==> src/core/asq_pkg.sv <==
package asq_pkg;
   // ***********************
   // bus and data widths
   // ***********************
   localparam int AW = 5;
   localparam int DW = 16;
   localparam int SW = 12;
   localparam int ENTRY_CH_BIT = 12;
   // ***********************
   // register offsets
   // ***********************
   localparam logic [AW-1:0] A_OP_MODE = 5'h00;
   localparam logic [AW-1:0] A_BUF_MODE = 5'h01;
   localparam logic [AW-1:0] A_START = 5'h02;
   localparam logic [AW-1:0] A_ABORT = 5'h03;
   localparam logic [AW-1:0] A_SCAN = 5'h04;
   localparam logic [AW-1:0] A_OSC = 5'h05;
   localparam logic [AW-1:0] A_INTERVAL = 5'h06;
   localparam logic [AW-1:0] A_EVT_EN = 5'h07;
   localparam logic [AW-1:0] A_CMP_EN = 5'h08;
   localparam logic [AW-1:0] A_HI_FLAGS = 5'h09;
   localparam logic [AW-1:0] A_LO_FLAGS = 5'h0A;
   localparam logic [AW-1:0] A_ACCUM_EN = 5'h0B;
   localparam logic [AW-1:0] A_LIM_HI0 = 5'h0C;
   localparam logic [AW-1:0] A_LIM_LO0 = 5'h0D;
   localparam logic [AW-1:0] A_LIM_HI1 = 5'h0E;
   localparam logic [AW-1:0] A_LIM_LO1 = 5'h0F;
   localparam logic [AW-1:0] A_ACC_FIRST = 5'h10;
   localparam logic [AW-1:0] A_ACC_SECOND = 5'h11;
   localparam logic [AW-1:0] A_STATUS = 5'h12;
   localparam logic [AW-1:0] A_DATA = 5'h13;
   // ***********************
   // encodings and reset values
   // ***********************
   localparam logic [2:0] OPM_AUTO = 3'h6;
   localparam logic [2:0] OPM_HP = 3'h7;
   localparam logic [2:0] BUF_STOP = 3'h0;
   localparam logic [2:0] BUF_START = 3'h1;
   localparam logic [2:0] BUF_PRE = 3'h4;
   localparam logic [2:0] BUF_POST = 3'h6;
   localparam logic [1:0] SCAN_BOTH = 2'h3;
   localparam logic [1:0] SCAN_SECOND = 2'h2;
   localparam logic [1:0] SCAN_RST = 2'h1;
   localparam logic [1:0] FLAG_CLR = 2'h3;
   localparam logic [7:0] INTERVAL_RST = 8'h01;
   localparam int MAN_SCL_PER_SAMPLE = 18;
   typedef enum logic [1:0] {ST_IDLE, ST_WAIT, ST_CONV} asq_state_t;
endpackage

==> src/core/asq_core.sv <==
`timescale 1ns/100ps
module asq_core #(
   parameter int LOW_OSC_DIV = 32,
   parameter int BUF_DEPTH = 16,
   parameter int ACC_CNT = 16
) (
   input wire logic i_core_clk,
   input wire logic i_nrst,
   input wire logic [asq_pkg::AW-1:0] i_addr,
   input wire logic [asq_pkg::DW-1:0] i_wdata,
   input wire logic i_wr,
   input wire logic i_rd,
   output logic [asq_pkg::DW-1:0] o_rdata,
   input wire logic i_scl,
   input wire logic i_host_read,
   output logic o_conv_start,
   output logic o_conv_ch,
   input wire logic i_conv_done,
   input wire logic [asq_pkg::SW-1:0] i_conv_data,
   output logic o_alert,
   output logic o_busy,
   output logic o_man_valid,
   output logic [asq_pkg::DW-1:0] o_man_data
);
   import asq_pkg::*;

   localparam int PW = $clog2(BUF_DEPTH);
   localparam logic [PW:0] FILL_LAST = (PW+1)'(BUF_DEPTH - 1);
   localparam logic [PW:0] FILL_FULL = (PW+1)'(BUF_DEPTH);
   localparam logic [5:0] HP_LAST1 = 6'(ACC_CNT - 1);
   localparam logic [5:0] HP_LAST2 = 6'(2 * ACC_CNT - 1);
   localparam logic [4:0] MAN_LAST = 5'(MAN_SCL_PER_SAMPLE - 1);
   localparam logic [7:0] DIV_LAST = 8'(LOW_OSC_DIV - 1);

   // ***********************
   // functions
   // ***********************
   function automatic logic fn_cross(input logic [SW-1:0] d,
                                     input logic [SW-1:0] hi,
                                     input logic [SW-1:0] lo);
      fn_cross = (d > hi) || (d < lo);
   endfunction

   function automatic logic fn_next(input logic [1:0] scan, input logic ch);
      if (scan == SCAN_BOTH) begin
         fn_next = ~ch;
      end else begin
         fn_next = (scan == SCAN_SECOND);
      end
   endfunction

   function automatic logic [PW-1:0] fn_inc(input logic [PW-1:0] p);
      fn_inc = (p == PW'(BUF_DEPTH - 1)) ? '0 : p + PW'(1);
   endfunction

   // ***********************
   // state and configuration
   // ***********************
   asq_state_t state_r;
   logic [2:0] operating_mode_select_r;
   logic [2:0] buffer_capture_mode_r;
   logic [1:0] channel_scan_select_r;
   logic oscillator_choice_r;
   logic [7:0] conversion_interval_count_r;
   logic [1:0] channel_event_enables_r;
   logic comparator_block_enable_r;
   logic accumulator_enable_r;
   logic [SW-1:0] lim_hi_r [2];
   logic [SW-1:0] lim_lo_r [2];
   logic [1:0] hi_flag_r;
   logic [1:0] lo_flag_r;
   logic [15:0] acc_r [2];
   logic [5:0] hp_cnt_r;
   logic acc_valid_r;
   logic [DW-1:0] buf_r [BUF_DEPTH];
   logic [PW-1:0] wr_ptr_r;
   logic [PW-1:0] rd_ptr_r;
   logic [PW:0] fill_r;
   logic trig_r;
   logic seq_on_r;
   logic scl_s1, scl_s2, scl_s3;
   logic host_s1, host_s2;
   logic [4:0] scl_cnt_r;
   logic [7:0] div_cnt_r;
   logic [7:0] ival_cnt_r;

   logic start_p, abort_p, conv_ok, auto_run, hp_run, hit;
   logic store_en, stop_now, man_en, man_req, tick, ival_hit, data_rd;

   assign start_p = i_wr && (i_addr == A_START) && i_wdata[0];
   assign abort_p = i_wr && (i_addr == A_ABORT) && i_wdata[0];
   assign conv_ok = (state_r == ST_CONV) && i_conv_done;
   assign auto_run = o_busy && (operating_mode_select_r == OPM_AUTO);
   assign hp_run = o_busy && (operating_mode_select_r == OPM_HP);
   assign hit = comparator_block_enable_r && channel_event_enables_r[o_conv_ch]
                && fn_cross(i_conv_data, lim_hi_r[o_conv_ch], lim_lo_r[o_conv_ch]);
   assign data_rd = i_rd && (i_addr == A_DATA);

   // ***********************
   // capture decision
   // ***********************
   always_comb begin
      store_en = 1'b0;
      stop_now = 1'b0;
      if (conv_ok && auto_run) begin
         case (buffer_capture_mode_r)
            BUF_PRE: begin
               if (hit) begin
                  stop_now = 1'b1;
               end else begin
                  store_en = 1'b1;
               end
            end
            BUF_POST: begin
               if (trig_r) begin
                  store_en = 1'b1;
                  stop_now = (fill_r == FILL_LAST);
               end
            end
            BUF_START: begin
               store_en = 1'b1;
               stop_now = (fill_r == FILL_LAST);
            end
            default: begin
               store_en = 1'b1;
            end
         endcase
      end
      if (conv_ok && hp_run) begin
         stop_now = !abort_p && (hp_cnt_r == ((channel_scan_select_r == SCAN_BOTH) ?
                                              HP_LAST2 : HP_LAST1));
      end
   end

   // ***********************
   // pin synchronisers and manual pacing
   // ***********************
   always_ff @(posedge i_core_clk) begin
      if (!i_nrst) begin
         scl_s1 <= 1'b1;
         scl_s2 <= 1'b1;
         scl_s3 <= 1'b1;
         host_s1 <= 1'b0;
         host_s2 <= 1'b0;
      end else begin
         scl_s1 <= i_scl;
         scl_s2 <= scl_s1;
         scl_s3 <= scl_s2;
         host_s1 <= i_host_read;
         host_s2 <= host_s1;
      end
   end

   assign man_en = !operating_mode_select_r[1] && host_s2
                   && (!operating_mode_select_r[2] || seq_on_r);
   assign man_req = man_en && scl_s2 && !scl_s3 && (scl_cnt_r == MAN_LAST)
                    && (state_r == ST_IDLE);

   always_ff @(posedge i_core_clk) begin
      if (!i_nrst) begin
         scl_cnt_r <= '0;
      end else if (!man_en) begin
         scl_cnt_r <= '0;
      end else if (scl_s2 && !scl_s3) begin
         scl_cnt_r <= (scl_cnt_r == MAN_LAST) ? '0 : scl_cnt_r + 5'h01;
      end
   end

   always_ff @(posedge i_core_clk) begin
      if (!i_nrst) begin
         seq_on_r <= 1'b0;
      end else if (abort_p) begin
         seq_on_r <= 1'b0;
      end else if (start_p && !operating_mode_select_r[1]) begin
         seq_on_r <= 1'b1;
      end
   end

   // ***********************
   // oscillator tick and interval
   // ***********************
   assign tick = oscillator_choice_r ? (div_cnt_r == '0) : 1'b1;
   assign ival_hit = tick && (ival_cnt_r >= conversion_interval_count_r);

   always_ff @(posedge i_core_clk) begin
      if (!i_nrst) begin
         div_cnt_r <= '0;
      end else begin
         div_cnt_r <= (div_cnt_r == DIV_LAST) ? '0 : div_cnt_r + 8'h01;
      end
   end

   always_ff @(posedge i_core_clk) begin
      if (!i_nrst) begin
         ival_cnt_r <= '0;
      end else if (conv_ok) begin
         ival_cnt_r <= 8'h01;
      end else if (tick && ival_cnt_r != 8'hFF) begin
         ival_cnt_r <= ival_cnt_r + 8'h01;
      end
   end

   // ***********************
   // sequencer
   // ***********************
   always_ff @(posedge i_core_clk) begin
      if (!i_nrst) begin
         state_r <= ST_IDLE;
         o_busy <= 1'b0;
         o_conv_start <= 1'b0;
      end else begin
         o_conv_start <= 1'b0;
         case (state_r)
            ST_IDLE: begin
               if (start_p && operating_mode_select_r[2:1] == OPM_AUTO[2:1]) begin
                  o_busy <= 1'b1;
                  state_r <= ST_CONV;
                  o_conv_start <= 1'b1;
               end else if (man_req) begin
                  state_r <= ST_CONV;
                  o_conv_start <= 1'b1;
               end
            end
            ST_WAIT: begin
               if (abort_p) begin
                  o_busy <= 1'b0;
                  state_r <= ST_IDLE;
               end else if (ival_hit) begin
                  state_r <= ST_CONV;
                  o_conv_start <= 1'b1;
               end
            end
            ST_CONV: begin
               if (abort_p && o_busy) begin
                  o_busy <= 1'b0;
                  state_r <= ST_IDLE;
               end else if (conv_ok) begin
                  if (!o_busy || stop_now) begin
                     o_busy <= 1'b0;
                     state_r <= ST_IDLE;
                  end else begin
                     state_r <= ST_WAIT;
                  end
               end
            end
            default: begin
               state_r <= ST_IDLE;
            end
         endcase
      end
   end

   always_ff @(posedge i_core_clk) begin
      if (!i_nrst) begin
         o_conv_ch <= 1'b0;
      end else if (start_p) begin
         o_conv_ch <= (channel_scan_select_r == SCAN_SECOND);
      end else if (conv_ok) begin
         o_conv_ch <= !operating_mode_select_r[2] ? 1'b0
                      : fn_next(channel_scan_select_r, o_conv_ch);
      end
   end

   always_ff @(posedge i_core_clk) begin
      if (!i_nrst) begin
         o_man_valid <= 1'b0;
         o_man_data <= '0;
      end else begin
         o_man_valid <= conv_ok && !o_busy;
         if (conv_ok && !o_busy) begin
            o_man_data <= {3'h0, o_conv_ch, i_conv_data};
         end
      end
   end

   // ***********************
   // data buffer
   // ***********************
   always_ff @(posedge i_core_clk) begin
      if (store_en) begin
         buf_r[wr_ptr_r] <= {3'h0, o_conv_ch, i_conv_data};
      end
   end

   always_ff @(posedge i_core_clk) begin
      if (!i_nrst) begin
         wr_ptr_r <= '0;
         rd_ptr_r <= '0;
         fill_r <= '0;
      end else if (start_p && operating_mode_select_r == OPM_AUTO) begin
         wr_ptr_r <= '0;
         rd_ptr_r <= '0;
         fill_r <= '0;
      end else if (store_en) begin
         wr_ptr_r <= fn_inc(wr_ptr_r);
         if (fill_r == FILL_FULL) begin
            rd_ptr_r <= fn_inc(wr_ptr_r);
         end else begin
            fill_r <= fill_r + 1'b1;
         end
      end else if (data_rd && operating_mode_select_r != OPM_HP) begin
         rd_ptr_r <= fn_inc(rd_ptr_r);
      end
   end

   always_ff @(posedge i_core_clk) begin
      if (!i_nrst) begin
         trig_r <= 1'b0;
      end else if (start_p) begin
         trig_r <= 1'b0;
      end else if (conv_ok && auto_run && hit && buffer_capture_mode_r == BUF_POST) begin
         trig_r <= 1'b1;
      end
   end

   // ***********************
   // comparator flags and alert
   // ***********************
   always_ff @(posedge i_core_clk) begin
      if (!i_nrst) begin
         hi_flag_r <= '0;
         lo_flag_r <= '0;
      end else begin
         hi_flag_r <= (hi_flag_r & ~((i_wr && i_addr == A_HI_FLAGS) ? i_wdata[1:0] : 2'h0))
                      | {2{conv_ok && auto_run && hit
                           && i_conv_data > lim_hi_r[o_conv_ch]}}
                        & (2'h1 << o_conv_ch);
         lo_flag_r <= (lo_flag_r & ~((i_wr && i_addr == A_LO_FLAGS) ? i_wdata[1:0] : 2'h0))
                      | {2{conv_ok && auto_run && hit
                           && i_conv_data < lim_lo_r[o_conv_ch]}}
                        & (2'h1 << o_conv_ch);
      end
   end

   always_ff @(posedge i_core_clk) begin
      if (!i_nrst) begin
         o_alert <= 1'b0;
      end else begin
         o_alert <= comparator_block_enable_r
                    && |((hi_flag_r | lo_flag_r) & channel_event_enables_r);
      end
   end

   // ***********************
   // accumulators
   // ***********************
   always_ff @(posedge i_core_clk) begin
      if (!i_nrst) begin
         acc_r[0] <= '0;
         acc_r[1] <= '0;
         hp_cnt_r <= '0;
         acc_valid_r <= 1'b0;
      end else if (start_p && operating_mode_select_r == OPM_HP) begin
         acc_r[0] <= '0;
         acc_r[1] <= '0;
         hp_cnt_r <= '0;
         acc_valid_r <= 1'b0;
      end else if (conv_ok && hp_run) begin
         if (accumulator_enable_r) begin
            acc_r[o_conv_ch] <= acc_r[o_conv_ch] + 16'(i_conv_data);
         end
         hp_cnt_r <= hp_cnt_r + 6'h01;
         acc_valid_r <= stop_now;
      end
   end

   // ***********************
   // register bus
   // ***********************
   always_ff @(posedge i_core_clk) begin
      if (!i_nrst) begin
         operating_mode_select_r <= '0;
         buffer_capture_mode_r <= '0;
         channel_scan_select_r <= SCAN_RST;
         oscillator_choice_r <= 1'b0;
         conversion_interval_count_r <= INTERVAL_RST;
         channel_event_enables_r <= '0;
         comparator_block_enable_r <= 1'b0;
         accumulator_enable_r <= 1'b0;
         lim_hi_r[0] <= '1;
         lim_hi_r[1] <= '1;
         lim_lo_r[0] <= '0;
         lim_lo_r[1] <= '0;
      end else if (i_wr) begin
         case (i_addr)
            A_OP_MODE: operating_mode_select_r <= i_wdata[2:0];
            A_BUF_MODE: buffer_capture_mode_r <= i_wdata[2:0];
            A_SCAN: channel_scan_select_r <= i_wdata[1:0];
            A_OSC: oscillator_choice_r <= i_wdata[0];
            A_INTERVAL: conversion_interval_count_r <= i_wdata[7:0];
            A_EVT_EN: channel_event_enables_r <= i_wdata[1:0];
            A_CMP_EN: comparator_block_enable_r <= i_wdata[0];
            A_ACCUM_EN: accumulator_enable_r <= i_wdata[0];
            A_LIM_HI0: lim_hi_r[0] <= i_wdata[SW-1:0];
            A_LIM_LO0: lim_lo_r[0] <= i_wdata[SW-1:0];
            A_LIM_HI1: lim_hi_r[1] <= i_wdata[SW-1:0];
            A_LIM_LO1: lim_lo_r[1] <= i_wdata[SW-1:0];
            default: begin
            end
         endcase
      end
   end

   always_ff @(posedge i_core_clk) begin
      if (!i_nrst || !i_rd) begin
         o_rdata <= '0;
      end else begin
         case (i_addr)
            A_OP_MODE: o_rdata <= DW'(operating_mode_select_r);
            A_BUF_MODE: o_rdata <= DW'(buffer_capture_mode_r);
            A_SCAN: o_rdata <= DW'(channel_scan_select_r);
            A_OSC: o_rdata <= DW'(oscillator_choice_r);
            A_INTERVAL: o_rdata <= DW'(conversion_interval_count_r);
            A_EVT_EN: o_rdata <= DW'(channel_event_enables_r);
            A_CMP_EN: o_rdata <= DW'(comparator_block_enable_r);
            A_HI_FLAGS: o_rdata <= DW'(hi_flag_r);
            A_LO_FLAGS: o_rdata <= DW'(lo_flag_r);
            A_ACCUM_EN: o_rdata <= DW'(accumulator_enable_r);
            A_LIM_HI0: o_rdata <= DW'(lim_hi_r[0]);
            A_LIM_LO0: o_rdata <= DW'(lim_lo_r[0]);
            A_LIM_HI1: o_rdata <= DW'(lim_hi_r[1]);
            A_LIM_LO1: o_rdata <= DW'(lim_lo_r[1]);
            A_ACC_FIRST: o_rdata <= acc_r[0];
            A_ACC_SECOND: o_rdata <= acc_r[1];
            A_STATUS: o_rdata <= DW'({acc_valid_r, trig_r, o_busy, fill_r});
            A_DATA: o_rdata <= (operating_mode_select_r == OPM_HP) ? '0
                               : buf_r[rd_ptr_r];
            default: o_rdata <= '0;
         endcase
      end
   end
endmodule

==> config.mk <==
export PLATFORM = sky130hd
export DESIGN_NAME = asq_core
export DESIGN_NICKNAME = d
export VERILOG_FILES = /design/src/core/asq_pkg.sv /design/src/core/asq_core.sv
export SDC_FILE = /design/constraint.sdc
export NUM_CORES = 1
export LEC_CHECK = 0
export BUFFER_PORTS_ARGS = -buffer_cell sky130_fd_sc_hd__buf_2
export CORE_ASPECT_RATIO = 0.75
export CORE_MARGIN = 2
export CORE_UTILIZATION = 35
export DETAILED_ROUTE_END_ITERATION = 12
export PLACE_DENSITY = 0.53
export REMOVE_ABC_BUFFERS = 1
export SYNTH_ARGS = -nofsm -noshare
export SYNTH_HDL_FRONTEND = slang
export SYNTH_SLANG_ARGS = --single-unit
==> constraint.sdc <==
create_clock -name i_core_clk -period 4.75 [get_ports i_core_clk]
set_input_delay 0.475 -clock i_core_clk [delete_from_list [all_inputs] [get_ports i_core_clk]]
set_output_delay 0.475 -clock i_core_clk [all_outputs]
set_load 0.01 [all_outputs]
# Word-level counts from Yosys, hierarchy flattened
# Memory sizes are Yosys's and may differ from the RTL's. A register that Yosys moved wholly into a read port is not among the register bits.
# Cells that the tools add are included.
dict set report totals {
  regBits 109
  mem_bits_rw 288
  input_bits 40
  out_inout_bits 37
  elab_cells 282
  memories 4
}
# memory depth word_bits read_ports rd_ports_with_merged_regs wr line_no
set memory_table {}
lappend memory_table {buf_r 16 13 1 1 1 asq_core.sv:75} ;# logic [DW-1:0] buf_r [BUF_DEPTH];
lappend memory_table {acc_r 2 16 3 1 2 asq_core.sv:72} ;# logic [15:0] acc_r [2];
lappend memory_table {lim_hi_r 2 12 3 1 2 asq_core.sv:68} ;# logic [SW-1:0] lim_hi_r [2];
lappend memory_table {lim_lo_r 2 12 3 1 2 asq_core.sv:69} ;# logic [SW-1:0] lim_lo_r [2];
dict set report classes {
  addsub 8
  n_lt_le_gt_ge 4
  eq_ne 45
  n_shift 1
  mux 92
  bitwise_logic 19
  n_reduce_logical 75
}
# cell count
set op_table {}
lappend op_table {{$pmux 16 s18} 1}
lappend op_table {{$mux 16} 4}
lappend op_table {{$mux 1} 61}
lappend op_table {{$mux 12} 4}
lappend op_table {{$eq 5x4->1 const B} 9}
lappend op_table {{$logic_and 1x1->1} 36}
lappend op_table {{$eq 5x5->1 const B} 6}
lappend op_table {{$mux 4} 7}
lappend op_table {{$reduce_and 2->1} 11}
lappend op_table {{$eq 5x3->1 const B} 4}
lappend op_table {{$add 16x12->16} 1}
lappend op_table {{$add 8x1->8 const B} 2}
lappend op_table {{$mux 2} 8}
lappend op_table {{$reduce_or 16->1} 1}
lappend op_table {{$reduce_or 2->1} 7}
lappend op_table {{$eq 3x3->1 const B} 4}
lappend op_table {{$gt 12x12->1} 1}
lappend op_table {{$lt 12x12->1} 1}
lappend op_table {{$add 5x1->5 const B} 2}
lappend op_table {{$and 2x2->2} 5}
lappend op_table {{$eq 5x2->1 const B} 2}
lappend op_table {{$mux 5} 2}
lappend op_table {{$add 4x1->4 const B} 2}
lappend op_table {{$eq 2x2->1 const B} 4}
lappend op_table {{32 further kinds} 59}

# Logic depth before layout (Yosys ltp)
dict set report depth {
  depth_word 13
  depth_mapped 14
  mapped_depth_nobuf 12
}

# Worst setup path after synthesis
# Ideal clock, no wire load.
dict set report synth_timing {
  kind {register to register}
  from {register with a tool-made name}
  to {memory buf_r[3][0] (netlist bit), enable pin}
  setup_ns 0.400
  arrival_time_ns 4.280
  t_required_ns 4.350
  setup_slack_ns 0.071
  stages_incl_launch_ff 15
  n_path_buf 4
  path_cell_list {dfxtp_1 > buf_2 > buf_1 > buf_1 > mux2i_1 > ha_1 > nand4_1 > or3_1 > or2_2 > o21ai_1 > a31oi_1 > nor2_2 > buf_4 > nand2_1 > nor3_1}
}
# item line_no
set synth_lines {}
lappend synth_lines {{to (decl)} asq_core.sv:75}

==> flow_metrics.tcl <==
set metrics [dict create \
    yosysSeqAreaShare_pct 60.6 \
    ys.flop_type "edfxtp_1" \
    antenna_left 0 \
    wl_per_cell_um 22.5 \
    min_period_ns 4.11 \
    grt_overflow 0 \
    clockRootBuffer "clkbuf_16" \
    core_um2 51300 \
    synthArstFlopShare_pct 0 \
    syn_area_um2 18000 \
    initial_core_util_pct 35.2 \
    vias_per_cell 5.32 \
    hold_start "i_scl" \
    fin_skew_ns 0.0179 \
    drt_iter0_drc 1161 \
    yosys.area.top_type "edfxtp_1" \
    post_cts_resized 0 \
    min_path_type "input pin to register" \
    outcome "completed" \
    grt_use_total_pct 18.5 \
    grt_max_degree 40 \
    hpwlAfterDp_um 34000 \
    critPathLaunchType "register" \
    power_leakage_nw 7.12 \
    vias 11500 \
    drv_cap 0 \
    powerDensity_nw_per_um2 360 \
    synth_cell_types 73 \
    io_buffer_count 69 \
    timing.hold.ws_ns 0.0829 \
    slew_violations 0 \
    grt_antenna_before_repair 3 \
    cts_buffer_depth 3 \
    rrSetupSlack_ns 0.64 \
    setup_viol_count_final 0 \
    synth_largest_type_area_fraction_pct 48.0 \
    avgSynthCellArea_um2 13.3 \
    rows 72 \
    setup.worst_path.class "register to register" \
    ir_worst_vdd_uv 244 \
    fin_setup_tns_ns 0 \
    hold_buffers 0 \
    dr.pass1.iters 6 \
    required_ns 5.03 \
    dieArea_um2 53400 \
    syn2layout_area_growth_pct 15.1 \
    clk_pin_slew_worst_paths_ns 0.06 \
    hold_violations 0 \
    routed_wl_um 48700 \
    place_congestion 0.892 \
    cts_setup_buffers 0 \
    grt_pass1_vias 11500 \
    final_core_util_pct 40.5 \
    rsz0062_at_grt "no" \
    cts_sinks 402 \
    die_w_um 266 \
    slew_headroom_pct 22.0 \
    drc 0 \
    numCtsBuffers 44 \
    die_h_um 201 \
    multi_input_area_um2 6720 \
    clkLatencyLatePin_ns 0.59 \
    synth_edf_count 288 \
    path_max_fanout 17 \
    finalNetCount 1564 \
    synth_area_leaders "edfxtp_1, dfxtp_1, mux4_2" \
    end_kind "register" \
    h-tree-depth 2 \
    tritoncts "built" \
    synth_seq_cells 402 \
    final_layout_size_suffix_gt1_share_pct 18.8 \
    final.period_utilization_pct 86.5 \
    worst_pin_slew_ns 1.17 \
    grt_pass1_wl_um 73300 \
    ys.warnings.count 0 \
    regArea_um2 10900 \
    synthCells 1355 \
    ioPinCount 77 \
    critPathArrivalTime_ns 4.39 \
    fmax_mhz 243 \
    fillerInstances 4759 \
]
[sequential cells by signal (all words and copies together), names as in the netlist, 3 cells and up, named ones only]
signal,cells
acc_r,32
buf_r,208
buffer_capture_mode_r,3
conversion_interval_count_r,8
div_cnt_r,8
fill_r,5
hp_cnt_r,6
ival_cnt_r,8
lim_hi_r,24
lim_lo_r,24
o_man_data,13
o_rdata,16
operating_mode_select_r,3
rd_ptr_r,4
scl_cnt_r,5
wr_ptr_r,4
[routing by layer]
layer	up-vias	routed length (um)	GRT usage, %
met4	4	1070	5.32
met3	63	3260	3.89
met1	5731	23700	27.8
met2	350	20700	26.8
li1	5359	-	-
met5	-	22	0
[stage by stage]
step	area, um2	setup WS [ns]	instances	total power [mW]
floorplan	17800	-0.509	1292	4.08
global placement	19400	0.772	2081	4.25
detailed placement	19400	0.713	2081	4.26
CTS	20800	0.694	2160	7.55
global route	20800	0.330	2160	7.73
finish	20800	0.643	2162	7.46
[critical path: stages, from the launching register on]
cell and delay (ns):
dfxtp_2 0.68, buf_4 0.39, mux2_2 0.38, ha_1 0.28, nand4_1 0.08, or2_2 0.28, o21ai_1 0.28, a31oi_1 0.29
nor2_2 0.45, and3_1 0.39, buf_4 0.28
[logic make-up (layout without fill, tap and decap cells)]
group	Yosys count	after routing	share of synthesized area, %
adders and majority gates	63	63	4.41
DFF	402	402	60.6
buffers and inverters	99	236	2.31
muxes	123	123	11.4
AOI/OAI and AO/OA	210	210	8.14
other	1	5	0.0208
and+or+nand+nor	420	420	11.3
xor gates and xnor gates	37	37	1.80
[power breakdown]
group / leakage (nW) / internal, mW / switching, mW
combinational: 2.89 / 0.126 / 0.232
clock: 0.687 / 1.85 / 1.42
sequential: 3.55 / 3.80 / 0.0353
total: 7.12 / 5.77 / 1.69
[cells in the final DEF, fill, tap and decap left out, drive strengths merged, types with 36 or more instances in the layout]
cell / Yosys / final
nand3: 42 / 42
nand2: 125 / 125
nor2: 102 / 102
ha: 62 / 62
inv: 34 / 37
clkbuf: 40 / 61
buf: 25 / 123
dfxtp: 114 / 114
o21ai: 36 / 36
mux4: 65 / 65
edfxtp: 288 / 288
mux2i: 45 / 45
[worst paths after layout]
check	cells past startpoint	to
min	2	scl_s1
max reg2reg	10	buf_r[8][9]
max	10	buf_r[8][9]
min reg2reg	1	scl_s2
[final cells by class]
| cell class | count | area share, % |
|---|---|---|
| flip-flops and latches | 402 | 52.7 |
| clock buffers | 61 | 6.00 |
| repair buffers | 123 | 3.62 |
| multi-input cells | 856 | 32.4 |
| well taps | 666 | 4.01 |
| inverters | 34 | 0.615 |
| clock inverters | 18 | 0.699 |
| diodes | 2 | 0.0241 |
[cells in the mapped netlist (4+ instances only)]
cell / instances
nand4_1: 15
or3_1: 9
nor3_1: 12
ha_1: 62
nand3_1: 42
a221oi_1: 11
buf_4: 5
a211oi_1: 5
clkbuf_1: 40
nor2b_1: 14
o21ai_0: 32
and3_1: 25
mux2i_1: 45
a211o_1: 7
a31oi_1: 22
inv_1: 34
nand2b_1: 27
mux2_2: 12
mux4_2: 65
xnor2_1: 20
xor2_1: 17
or2_2: 4
edfxtp_1: 288
o21a_1: 7
nor2_1: 101
a22oi_1: 16
buf_1: 14
dfxtp_1: 114
a22o_1: 4
and2_1: 27
a21oi_1: 28
a222oi_1: 7
nand2_1: 125
a21boi_0: 31
a21o_1: 7
o21ai_1: 4
No activity file was read; power rests on OpenSTA's default activity.
